===== src/shared/kbio_pkg.sv =====
/*
 * Shared constants for the keyboard controller port and register-space block:
 * the register file map, the program memory map, port layouts and reset values.
 * Assumes one clock and an 8-bit core that reaches the register file by address.
 */
package kbio_pkg;

   // ==========================================================
   // register file map
   localparam logic [7:0] RF_PORT_A    = 8'h00;
   localparam logic [7:0] RF_PORT_B    = 8'h01;
   localparam logic [7:0] RF_PORT_C    = 8'h02;
   localparam logic [7:0] RF_PORT_D    = 8'h03;
   localparam logic [7:0] RF_GP_FIRST  = 8'h04;
   localparam logic [7:0] RF_GP_LAST   = 8'hBF;
   localparam logic [7:0] RF_CTRL_BASE = 8'hF0;
   localparam int         RF_GP_DEPTH  = 188;
   localparam int         RF_CTRL_NUM  = 16;

   // control slots inside F0..FF that hold storage (eleven of them)
   localparam logic [15:0] CTRL_IMPL    = 16'hBEF2;
   localparam logic [3:0]  CTRL_C_MODE  = 4'h6;
   localparam logic [3:0]  CTRL_IRQ_EN  = 4'h7;
   localparam logic [3:0]  CTRL_RPTR    = 4'hD;
   localparam logic [7:0]  RF_RPTR      = 8'hFD;

   // short addressing: groups 0..7 plus the control group F
   localparam logic [3:0] GRP_LAST_LOW = 4'h7;
   localparam logic [3:0] GRP_CTRL     = 4'hF;

   // ==========================================================
   // reset values
   localparam logic [7:0] RST_OD_LATCH = 8'hFF;
   localparam logic [7:0] RST_MODE_C   = 8'hFF;
   localparam logic [7:0] RST_ZERO     = 8'h00;

   // ==========================================================
   // program memory map
   localparam logic [15:0] PM_VECTOR_END = 16'h000C;
   localparam int          PM_ROM_LIMIT  = 4096;

   typedef enum logic [1:0] {
      PM_VECTOR,
      PM_ROM,
      PM_RESERVED
   } kbio_pm_region_t;

endpackage


===== src/verilog/kbio_gp_ram.sv =====
/*
 * General-purpose register storage of the register file.
 * Assumes the caller has already turned the register address into a word index;
 * read data appear from a register one clock after the read strobe.
 */
module kbio_gp_ram #(
   parameter int DEPTH = 188,
   parameter int WIDTH = 8,
   parameter int AW    = 8
) (
   input  wire logic             clk,
   input  wire logic             wr_en,
   input  wire logic [AW-1:0]    wr_idx,
   input  wire logic [WIDTH-1:0] wr_data,
   input  wire logic             rd_en,
   input  wire logic [AW-1:0]    rd_idx,
   output logic      [WIDTH-1:0] rd_data_ff
);

   // ==========================================================
   // storage
   // no reset on the array: content after power-up is undefined, as for a real ram
   logic [WIDTH-1:0] mem [DEPTH];

   always_ff @(posedge clk) begin
      if (wr_en) begin
         mem[wr_idx] <= wr_data;
      end
      if (rd_en) begin
         rd_data_ff <= mem[rd_idx];
      end
   end

endmodule


===== src/verilog/kbio_regfile.sv =====
/*
 * Port and register-space logic of a small keyboard controller: four 8-bit
 * ports, the register file map with direct and pointer-based short addressing,
 * the program memory map decode and the test clock output.
 * Assumes the core presents one register access per clock, pins are
 * synchronous to clk, and the interrupt controller takes the request pulses.
 */
// What this block does
// - port A eight open-drain lines, never pulled high
// - port B eight open-drain lines from latch
// - mixed port: four fixed inputs, four programmable
// - port D low inputs, high outputs, fixed
// - port D inputs raise four interrupt requests
// - sixteen-bit program address, four kilobyte space
// - lowest twelve program bytes hold vectors
// - six sixteen-bit vectors for five sources
// - rom from twelve to limit, above reserved
// - ports 0-3, general 4-191, control 240-255
// - 188 general and 11 control registers
// - any register reachable by eight-bit address
// - nine working groups of sixteen registers
// - short address joins register pointer group
// - test mode drives system clock out
// - register pointer at FD, read and write
module kbio_regfile
   import kbio_pkg::*;
#(
   parameter int ROM_LIMIT = kbio_pkg::PM_ROM_LIMIT
) (
   input  wire logic                      clk,
   input  wire logic                      arst_n,
   input  wire logic                      acc_short,
   input  wire logic [7:0]                acc_addr,
   input  wire logic                      acc_wr,
   input  wire logic                      acc_rd,
   input  wire logic [7:0]                acc_wdata,
   output logic      [7:0]                acc_rdata_ff,
   output logic                           acc_rvalid_ff,
   output logic                           short_group_bad,
   input  wire logic [15:0]               pm_addr,
   output kbio_pkg::kbio_pm_region_t      pm_region_ff,
   output logic      [2:0]                pm_vector_idx_ff,
   input  wire logic [7:0]                open_drain_port_a_lines_i,
   output logic      [7:0]                open_drain_port_a_lines_o,
   output logic      [7:0]                open_drain_port_a_lines_oe,
   input  wire logic [7:0]                open_drain_port_b_lines_i,
   output logic      [7:0]                open_drain_port_b_lines_o,
   output logic      [7:0]                open_drain_port_b_lines_oe,
   input  wire logic [7:0]                mixed_direction_port_lines_i,
   output logic      [7:0]                mixed_direction_port_lines_o,
   output logic      [7:0]                mixed_direction_port_lines_oe,
   input  wire logic [3:0]                fixed_input_lines,
   output logic      [3:0]                fixed_led_output_lines,
   output logic      [3:0]                external_interrupt_requests,
   input  wire logic                      test_mode_enable,
   output logic                           test_clock_output
);
   import kbio_pkg::*;

   // ==========================================================
   // address formation
   logic [7:0] rptr;
   logic [7:0] eff_addr;
   logic [3:0] grp;

   assign eff_addr = acc_short ? {rptr[7:4], acc_addr[3:0]} : acc_addr;
   assign grp      = rptr[7:4];
   // groups 8..B fall on general space and C..E on unmapped space; flag them all so the core can trap
   assign short_group_bad = acc_short && (grp > GRP_LAST_LOW) && (grp != GRP_CTRL);

   // ==========================================================
   // region decode
   wire sel_port = (eff_addr < RF_GP_FIRST);
   wire sel_gp   = (eff_addr >= RF_GP_FIRST) && (eff_addr <= RF_GP_LAST);
   wire sel_ctrl = (eff_addr >= RF_CTRL_BASE);
   wire [3:0] ctrl_slot = eff_addr[3:0];
   wire [7:0] gp_idx    = eff_addr - RF_GP_FIRST;

   // ==========================================================
   // port latches
   logic [7:0] latch_a_ff, latch_b_ff, latch_c_ff;
   logic [3:0] latch_d_ff;
   wire wr_port = acc_wr && sel_port;

   always_ff @(posedge clk or negedge arst_n) begin
      if (!arst_n) begin
         latch_a_ff <= RST_OD_LATCH;
         latch_b_ff <= RST_OD_LATCH;
         latch_c_ff <= RST_ZERO;
         latch_d_ff <= RST_ZERO[3:0];
      end else if (wr_port) begin
         if (eff_addr == RF_PORT_A) latch_a_ff <= acc_wdata;
         if (eff_addr == RF_PORT_B) latch_b_ff <= acc_wdata;
         if (eff_addr == RF_PORT_C) latch_c_ff <= acc_wdata;
         if (eff_addr == RF_PORT_D) latch_d_ff <= acc_wdata[7:4];
      end
   end

   // ==========================================================
   // control registers: eleven slots hold storage, the rest read zero
   logic [7:0] ctrl_q [RF_CTRL_NUM];
   genvar gi;
   generate
      for (gi = 0; gi < RF_CTRL_NUM; gi++) begin : g_ctrl
         if (CTRL_IMPL[gi]) begin : g_on
            logic [7:0] reg_ff;
            always_ff @(posedge clk or negedge arst_n) begin
               if (!arst_n) begin
                  reg_ff <= (gi == int'(CTRL_C_MODE)) ? RST_MODE_C : RST_ZERO;
               end else if (acc_wr && sel_ctrl && ctrl_slot == 4'(gi)) begin
                  reg_ff <= acc_wdata;
               end
            end
            assign ctrl_q[gi] = reg_ff;
         end else begin : g_off
            assign ctrl_q[gi] = RST_ZERO;
         end
      end
   endgenerate

   wire [7:0] mode_c = ctrl_q[CTRL_C_MODE];
   wire [3:0] irq_en = ctrl_q[CTRL_IRQ_EN][3:0];
   assign rptr = ctrl_q[CTRL_RPTR];

   // ==========================================================
   // pins
   // open drain: the pad is only ever pulled low, a 1 in the latch releases it
   assign open_drain_port_a_lines_o  = RST_ZERO;
   assign open_drain_port_a_lines_oe = ~latch_a_ff;
   assign open_drain_port_b_lines_o  = RST_ZERO;
   assign open_drain_port_b_lines_oe = ~latch_b_ff;

   // low nibble of the mixed port can never drive; mode bit 1 means input
   wire [3:0] c_drive = ~mode_c[7:4];
   assign mixed_direction_port_lines_o  = {latch_c_ff[7:4], 4'h0};
   assign mixed_direction_port_lines_oe = {c_drive, 4'h0};

   assign fixed_led_output_lines = latch_d_ff;

   // the gated clock is only for test; in normal use the pin sits low
   assign test_clock_output = clk & test_mode_enable;

   // ==========================================================
   // external interrupt requests on falling edges of the fixed inputs
   logic [3:0] fin_prev_ff;
   logic [3:0] irq_ff;
   wire  [3:0] fin_fall = fin_prev_ff & ~fixed_input_lines;

   always_ff @(posedge clk or negedge arst_n) begin
      if (!arst_n) begin
         fin_prev_ff <= 4'hF;
         irq_ff      <= 4'h0;
      end else begin
         fin_prev_ff <= fixed_input_lines;
         irq_ff      <= fin_fall & irq_en;
      end
   end
   assign external_interrupt_requests = irq_ff;

   // ==========================================================
   // general-purpose storage
   wire gp_wr = acc_wr && sel_gp;
   wire gp_rd = acc_rd && sel_gp;
   logic [7:0] gp_rdata;

   kbio_gp_ram #(
      .DEPTH (RF_GP_DEPTH),
      .WIDTH (8),
      .AW    (8)
   ) u_gp_ram (
      .clk        (clk),
      .wr_en      (gp_wr),
      .wr_idx     (gp_idx),
      .wr_data    (acc_wdata),
      .rd_en      (gp_rd),
      .rd_idx     (gp_idx),
      .rd_data_ff (gp_rdata)
   );

   // ==========================================================
   // read path: one clock of latency; ram word selected after the edge
   wire [7:0] c_rd = (mixed_direction_port_lines_i & {mode_c[7:4], 4'hF})
                   | (latch_c_ff & {c_drive, 4'h0});
   wire [7:0] port_rd = (eff_addr == RF_PORT_A) ? latch_a_ff :
                        (eff_addr == RF_PORT_B) ? latch_b_ff :
                        (eff_addr == RF_PORT_C) ? c_rd :
                        {latch_d_ff, fixed_input_lines};
   wire [7:0] fast_rd = sel_port ? port_rd : (sel_ctrl ? ctrl_q[ctrl_slot] : RST_ZERO);
   logic [7:0] fast_rd_ff;
   logic       gp_sel_ff;

   always_ff @(posedge clk or negedge arst_n) begin
      if (!arst_n) begin
         fast_rd_ff    <= RST_ZERO;
         gp_sel_ff     <= 1'b0;
         acc_rvalid_ff <= 1'b0;
      end else begin
         acc_rvalid_ff <= acc_rd;
         if (acc_rd) begin
            fast_rd_ff <= fast_rd;
            gp_sel_ff  <= sel_gp;
         end
      end
   end
   // the ram holds no reset, so its word only shows after a read of gp space
   assign acc_rdata_ff = gp_sel_ff ? gp_rdata : fast_rd_ff;

   // ==========================================================
   // program memory map
   wire pm_vec = (pm_addr < PM_VECTOR_END);
   wire pm_res = (pm_addr >= 16'(ROM_LIMIT));
   kbio_pm_region_t nxt_pm_region;
   assign nxt_pm_region = pm_vec ? PM_VECTOR : (pm_res ? PM_RESERVED : PM_ROM);

   always_ff @(posedge clk or negedge arst_n) begin
      if (!arst_n) begin
         pm_region_ff     <= PM_VECTOR;
         pm_vector_idx_ff <= 3'h0;
      end else begin
         pm_region_ff     <= nxt_pm_region;
         pm_vector_idx_ff <= pm_addr[3:1];
      end
   end
endmodule


===== config.mk =====
export PLATFORM = sky130hd
export DESIGN_NAME = kbio_regfile
export DESIGN_NICKNAME = d
export VERILOG_FILES = /design/src/shared/kbio_pkg.sv /design/src/verilog/kbio_gp_ram.sv /design/src/verilog/kbio_regfile.sv
export SDC_FILE = /design/constraint.sdc
export NUM_CORES = 2
export LEC_CHECK = 0
export BUFFER_PORTS_ARGS = -buffer_cell sky130_fd_sc_hd__buf_4
export CORE_MARGIN = 2
export CORE_UTILIZATION = 39
export CTS_BUF_LIST = sky130_fd_sc_hd__clkbuf_4
export CTS_CLUSTER_SIZE = 28
export DETAILED_ROUTE_END_ITERATION = 12
export PLACE_DENSITY = 0.56
export SYNTH_ARGS = -nofsm -noshare
export SYNTH_HDL_FRONTEND = slang
export SYNTH_HIERARCHICAL = 1
export SYNTH_SLANG_ARGS = --single-unit
export TNS_END_PERCENT = 50

===== constraint.sdc =====
create_clock -name clk -period 4.45 [get_ports clk]
set_input_delay 0.445 -clock clk [delete_from_list [all_inputs] [get_ports clk]]
set_output_delay 0.445 -clock clk [all_outputs]
set_load 0.1 [all_outputs]

==> results.cfg <==
[outcome]
status = completed

[timing]
finalClockSkew_ns = 0.1033
finalHoldViolations = 0
slew-limit-headroom_pct = 24.87
max_freq_mhz = 267.2
final.min_clock_period_ns = 3.743
timing.final.max_slew_violations = 0
tns_ns = 0
fin_hold_ws_ns = 0.1640
setup_violations = 0
final.setup.worst_slack_ns = 0.7072
min_period_over_period_pct = 84.11
worst_pin_slew_ns = 1.127
rsz0062_at_grt = no

[synthesis]
synthTopCellsByCount = edfxtp_1, mux4_2, nor2_1
yosysMostFrequentCell = edfxtp_1
synth-async-reset-ratio_pct = 8.197
synth-warning-count = 6
avgSynthCellArea_um2 = 19.70
ys_seq_elements = 1647
yosys.area.top_type = edfxtp_1
synth_area_leaders = edfxtp_1, mux4_2, dfrtp_1, mux2_2, mux2i_1
synth_area_um2 = 65790
synth_top_area_share_pct = 69.01
synth_edf_count = 1512
synth_cells = 3340
ys.flop_type = edfxtp_1
synth_cell_type_count = 76
ys_seq_area_share_pct = 74.20

[routing]
vias = 36510
top_layer_used = met4
drt_iter0_drc = 3742
totalWireLength_um = 180300
route.detailed.wl_per_inst_um = 27.24
drcViolationCount = 0
route.met3.wl_um = 14850
vias_per_cell = 5.516
drt_pass1_iterations = 6
wl_met2_um = 83980
drt-met1-wl_um = 76780
ant_nets = 0

[clock_tree]
clk_pin_slew_ns = 0.06
cts_tree = yes
post_cts_buffers = 0
insertion_delay_ns = 1.51

[layout]
area_delta_synth_final_pct = 17.65
post-route-cell-area_um2 = 77400
multi_input_area_um2 = 15780
layout-drive-gt1-share_pct = 37.82
final_cells = 6618
seq_area_um2 = 48820
fillers = 14500
final_nets = 4184

[floorplan]
initial_core_util_pct = 39.30
die_x_um = 414.7
rows = 150
io_pins = 138
core_area_um2 = 167400
fp.dieArea_um2 = 172000
die_y_um = 414.7

[place]
dp_cells = 5783
globalplace.congestion = 0.8882
post_dp_cell_area_um2 = 71070
dpl.hpwl_um = 112200
pre_cts_ws_ns = 0.4994
io_buffers = 96

[pwr]
vdd_ir_drop_max_v = 0.0002166
leakage_nw = 26.56
p_int_mw = 24.64
power_frac_seq_pct = 52.3
p_sw_mw = 7.895
netSwitchingFraction_pct = 24.26
power.density_nw_per_um2 = 420.4
pwr-share-comb_pct = 8.1
pwr-share-clk_pct = 39.5

[min_path]
hold_path_end = u_gp_ram/mem[17][1]
hold_depth = 2
min_from = acc_wdata[1]
hold_path.class = in -> reg

[critical_path]
path_max_fanout = 16
timing.rr.end = u_gp_ram/mem[138][4]
criticalPathCategory = reg -> reg
cp.required_ns = 5.51
arrival_ns = 4.81
r2r_slack_ns = 0.71
endpoint_kind = register
timing.rr.start = g_ctrl[13].g_on.reg_ff[6]
setup.worst_path.start_class = register
reg2regPathDepth = 9

[global_routing]
grt_max_degree = 122
grt_overflow = 0
grt_pass1_vias = 36750
antenna_found_initial = 4
grt_pass1_wl_um = 259300
grt_use_total_pct = 20.79

[run]
maxCapViolCount = 0
==> power groups by stage <==
stage	clock network [mW]	registers [mW]	logic [mW]
3_3_place_gp	0.0480	17.4	2.56
2_1_floorplan	0.0405	17.4	1.41
5_1_grt	14.0	17.0	2.77
6_report	12.9	17.0	2.65
3_5_place_dp	0.0480	17.4	2.58
4_1_cts	13.3	17.0	2.66
==> worst max-delay path: stages (launching register included) <==
cell     delay [ns]
dfrtp_1        0.53
nor2_1         0.10
a32o_2         0.31
and2_0         0.28
a21oi_1        0.29
and2_1         0.52
buf_4          0.23
nand3_1        0.55
nor2_1         0.32
buf_4          0.24
==> worst max path at each step <==
stage / slack [ns] / from / end / depth (start not counted)
floorplan: 0.72 / acc_addr[2] / u_gp_ram/rd_data_ff[0] / 12
global placement: 0.50 / acc_addr[3] / u_gp_ram/rd_data_ff[2] / 12
detailed placement: 0.50 / acc_addr[3] / u_gp_ram/rd_data_ff[2] / 12
CTS: 0.73 / g_ctrl[13].g_on.reg_ff[4] / u_gp_ram/mem[174][4] / 9
global route: 0.54 / g_ctrl[13].g_on.reg_ff[7] / u_gp_ram/mem[92][1] / 9
finish: 0.71 / g_ctrl[13].g_on.reg_ff[6] / u_gp_ram/mem[138][4] / 9
==> per-stage QoR <==
step	power, mW	utilization (%)
after floorplan	18.84	-
after global placement	19.96	42.46
after detailed placement	19.99	42.46
after CTS	32.94	46.23
after global routing	33.82	46.24
final	32.54	46.24
==> cell families after synthesis <==
group / Yosys count / share of synthesized area, %
other: 1 / 0.005700
muxes: 654 / 16.76
and+or+nand+nor: 480 / 3.488
AOI/OAI and AO/OA: 300 / 3.377
xor gates and xnor gates: 7 / 0.09318
DFF: 1647 / 74.20
buffers and inverters: 246 / 1.989
adders and majority gates: 5 / 0.09508
==> area by class of cell <==
type,count,area share (%)
timing repair buffer,525,5.937
inverter,31,0.1552
clock buffer,655,6.353
sequential,1647,63.07
tap,2204,3.563
antenna,4,0.01293
multi-input combinational,1470,20.39
clock inverter,82,0.5221
==> sequential cells by signal (all words and copies together) (netlist names), 4 cells and up <==
name                         flops
external_interrupt_requests      4
latch_c_ff                       4
u_gp_ram/mem                  1504
u_gp_ram/rd_data_ff              8
fin_prev_ff                      4
fixed_led_output_lines           4
latch_b_ff                       8
g_ctrl.g_on.reg_ff              88
fast_rd_ff                       8
latch_a_ff                       8
==> timing repair <==
item / CTS / global route
resized for setup: 0 / 0
hold buffers: 95 / 0
hold endpoints to repair: 1861 / 0
==> placed cells by master, fill, tap and decap left out, types with 15 or more instances in the layout <==
| cell | count |
|---|---|
| nor2b_1 | 27 |
| a221oi_1 | 17 |
| dlygate4sd3_1 | 91 |
| clkinv_1 | 66 |
| nand3_1 | 42 |
| a22oi_1 | 30 |
| inv_1 | 26 |
| mux4_2 | 342 |
| dfstp_2 | 28 |
| nor2_1 | 217 |
| o22ai_1 | 42 |
| mux2_2 | 157 |
| conb_1 | 24 |
| a21oi_1 | 44 |
| nor4_1 | 15 |
| o21ai_0 | 22 |
| clkbuf_4 | 654 |
| dfrtp_1 | 107 |
| nand2_1 | 88 |
| mux2i_1 | 152 |
| nor3_1 | 25 |
| buf_12 | 27 |
| buf_4 | 395 |
| o221ai_1 | 51 |
| edfxtp_1 | 1512 |
==> per-layer routing <==
| layer | global-route usage, % | vias to the layer above |
|---|---|---|
| met2 | 31.96 | 1596 |
| met3 | 5.236 | 284 |
| met5 | 0 | - |
| li1 | - | 15520 |
| met1 | 28.97 | 19110 |
| met4 | 7.021 | 0 |
(Power assumes the default switching activity.)
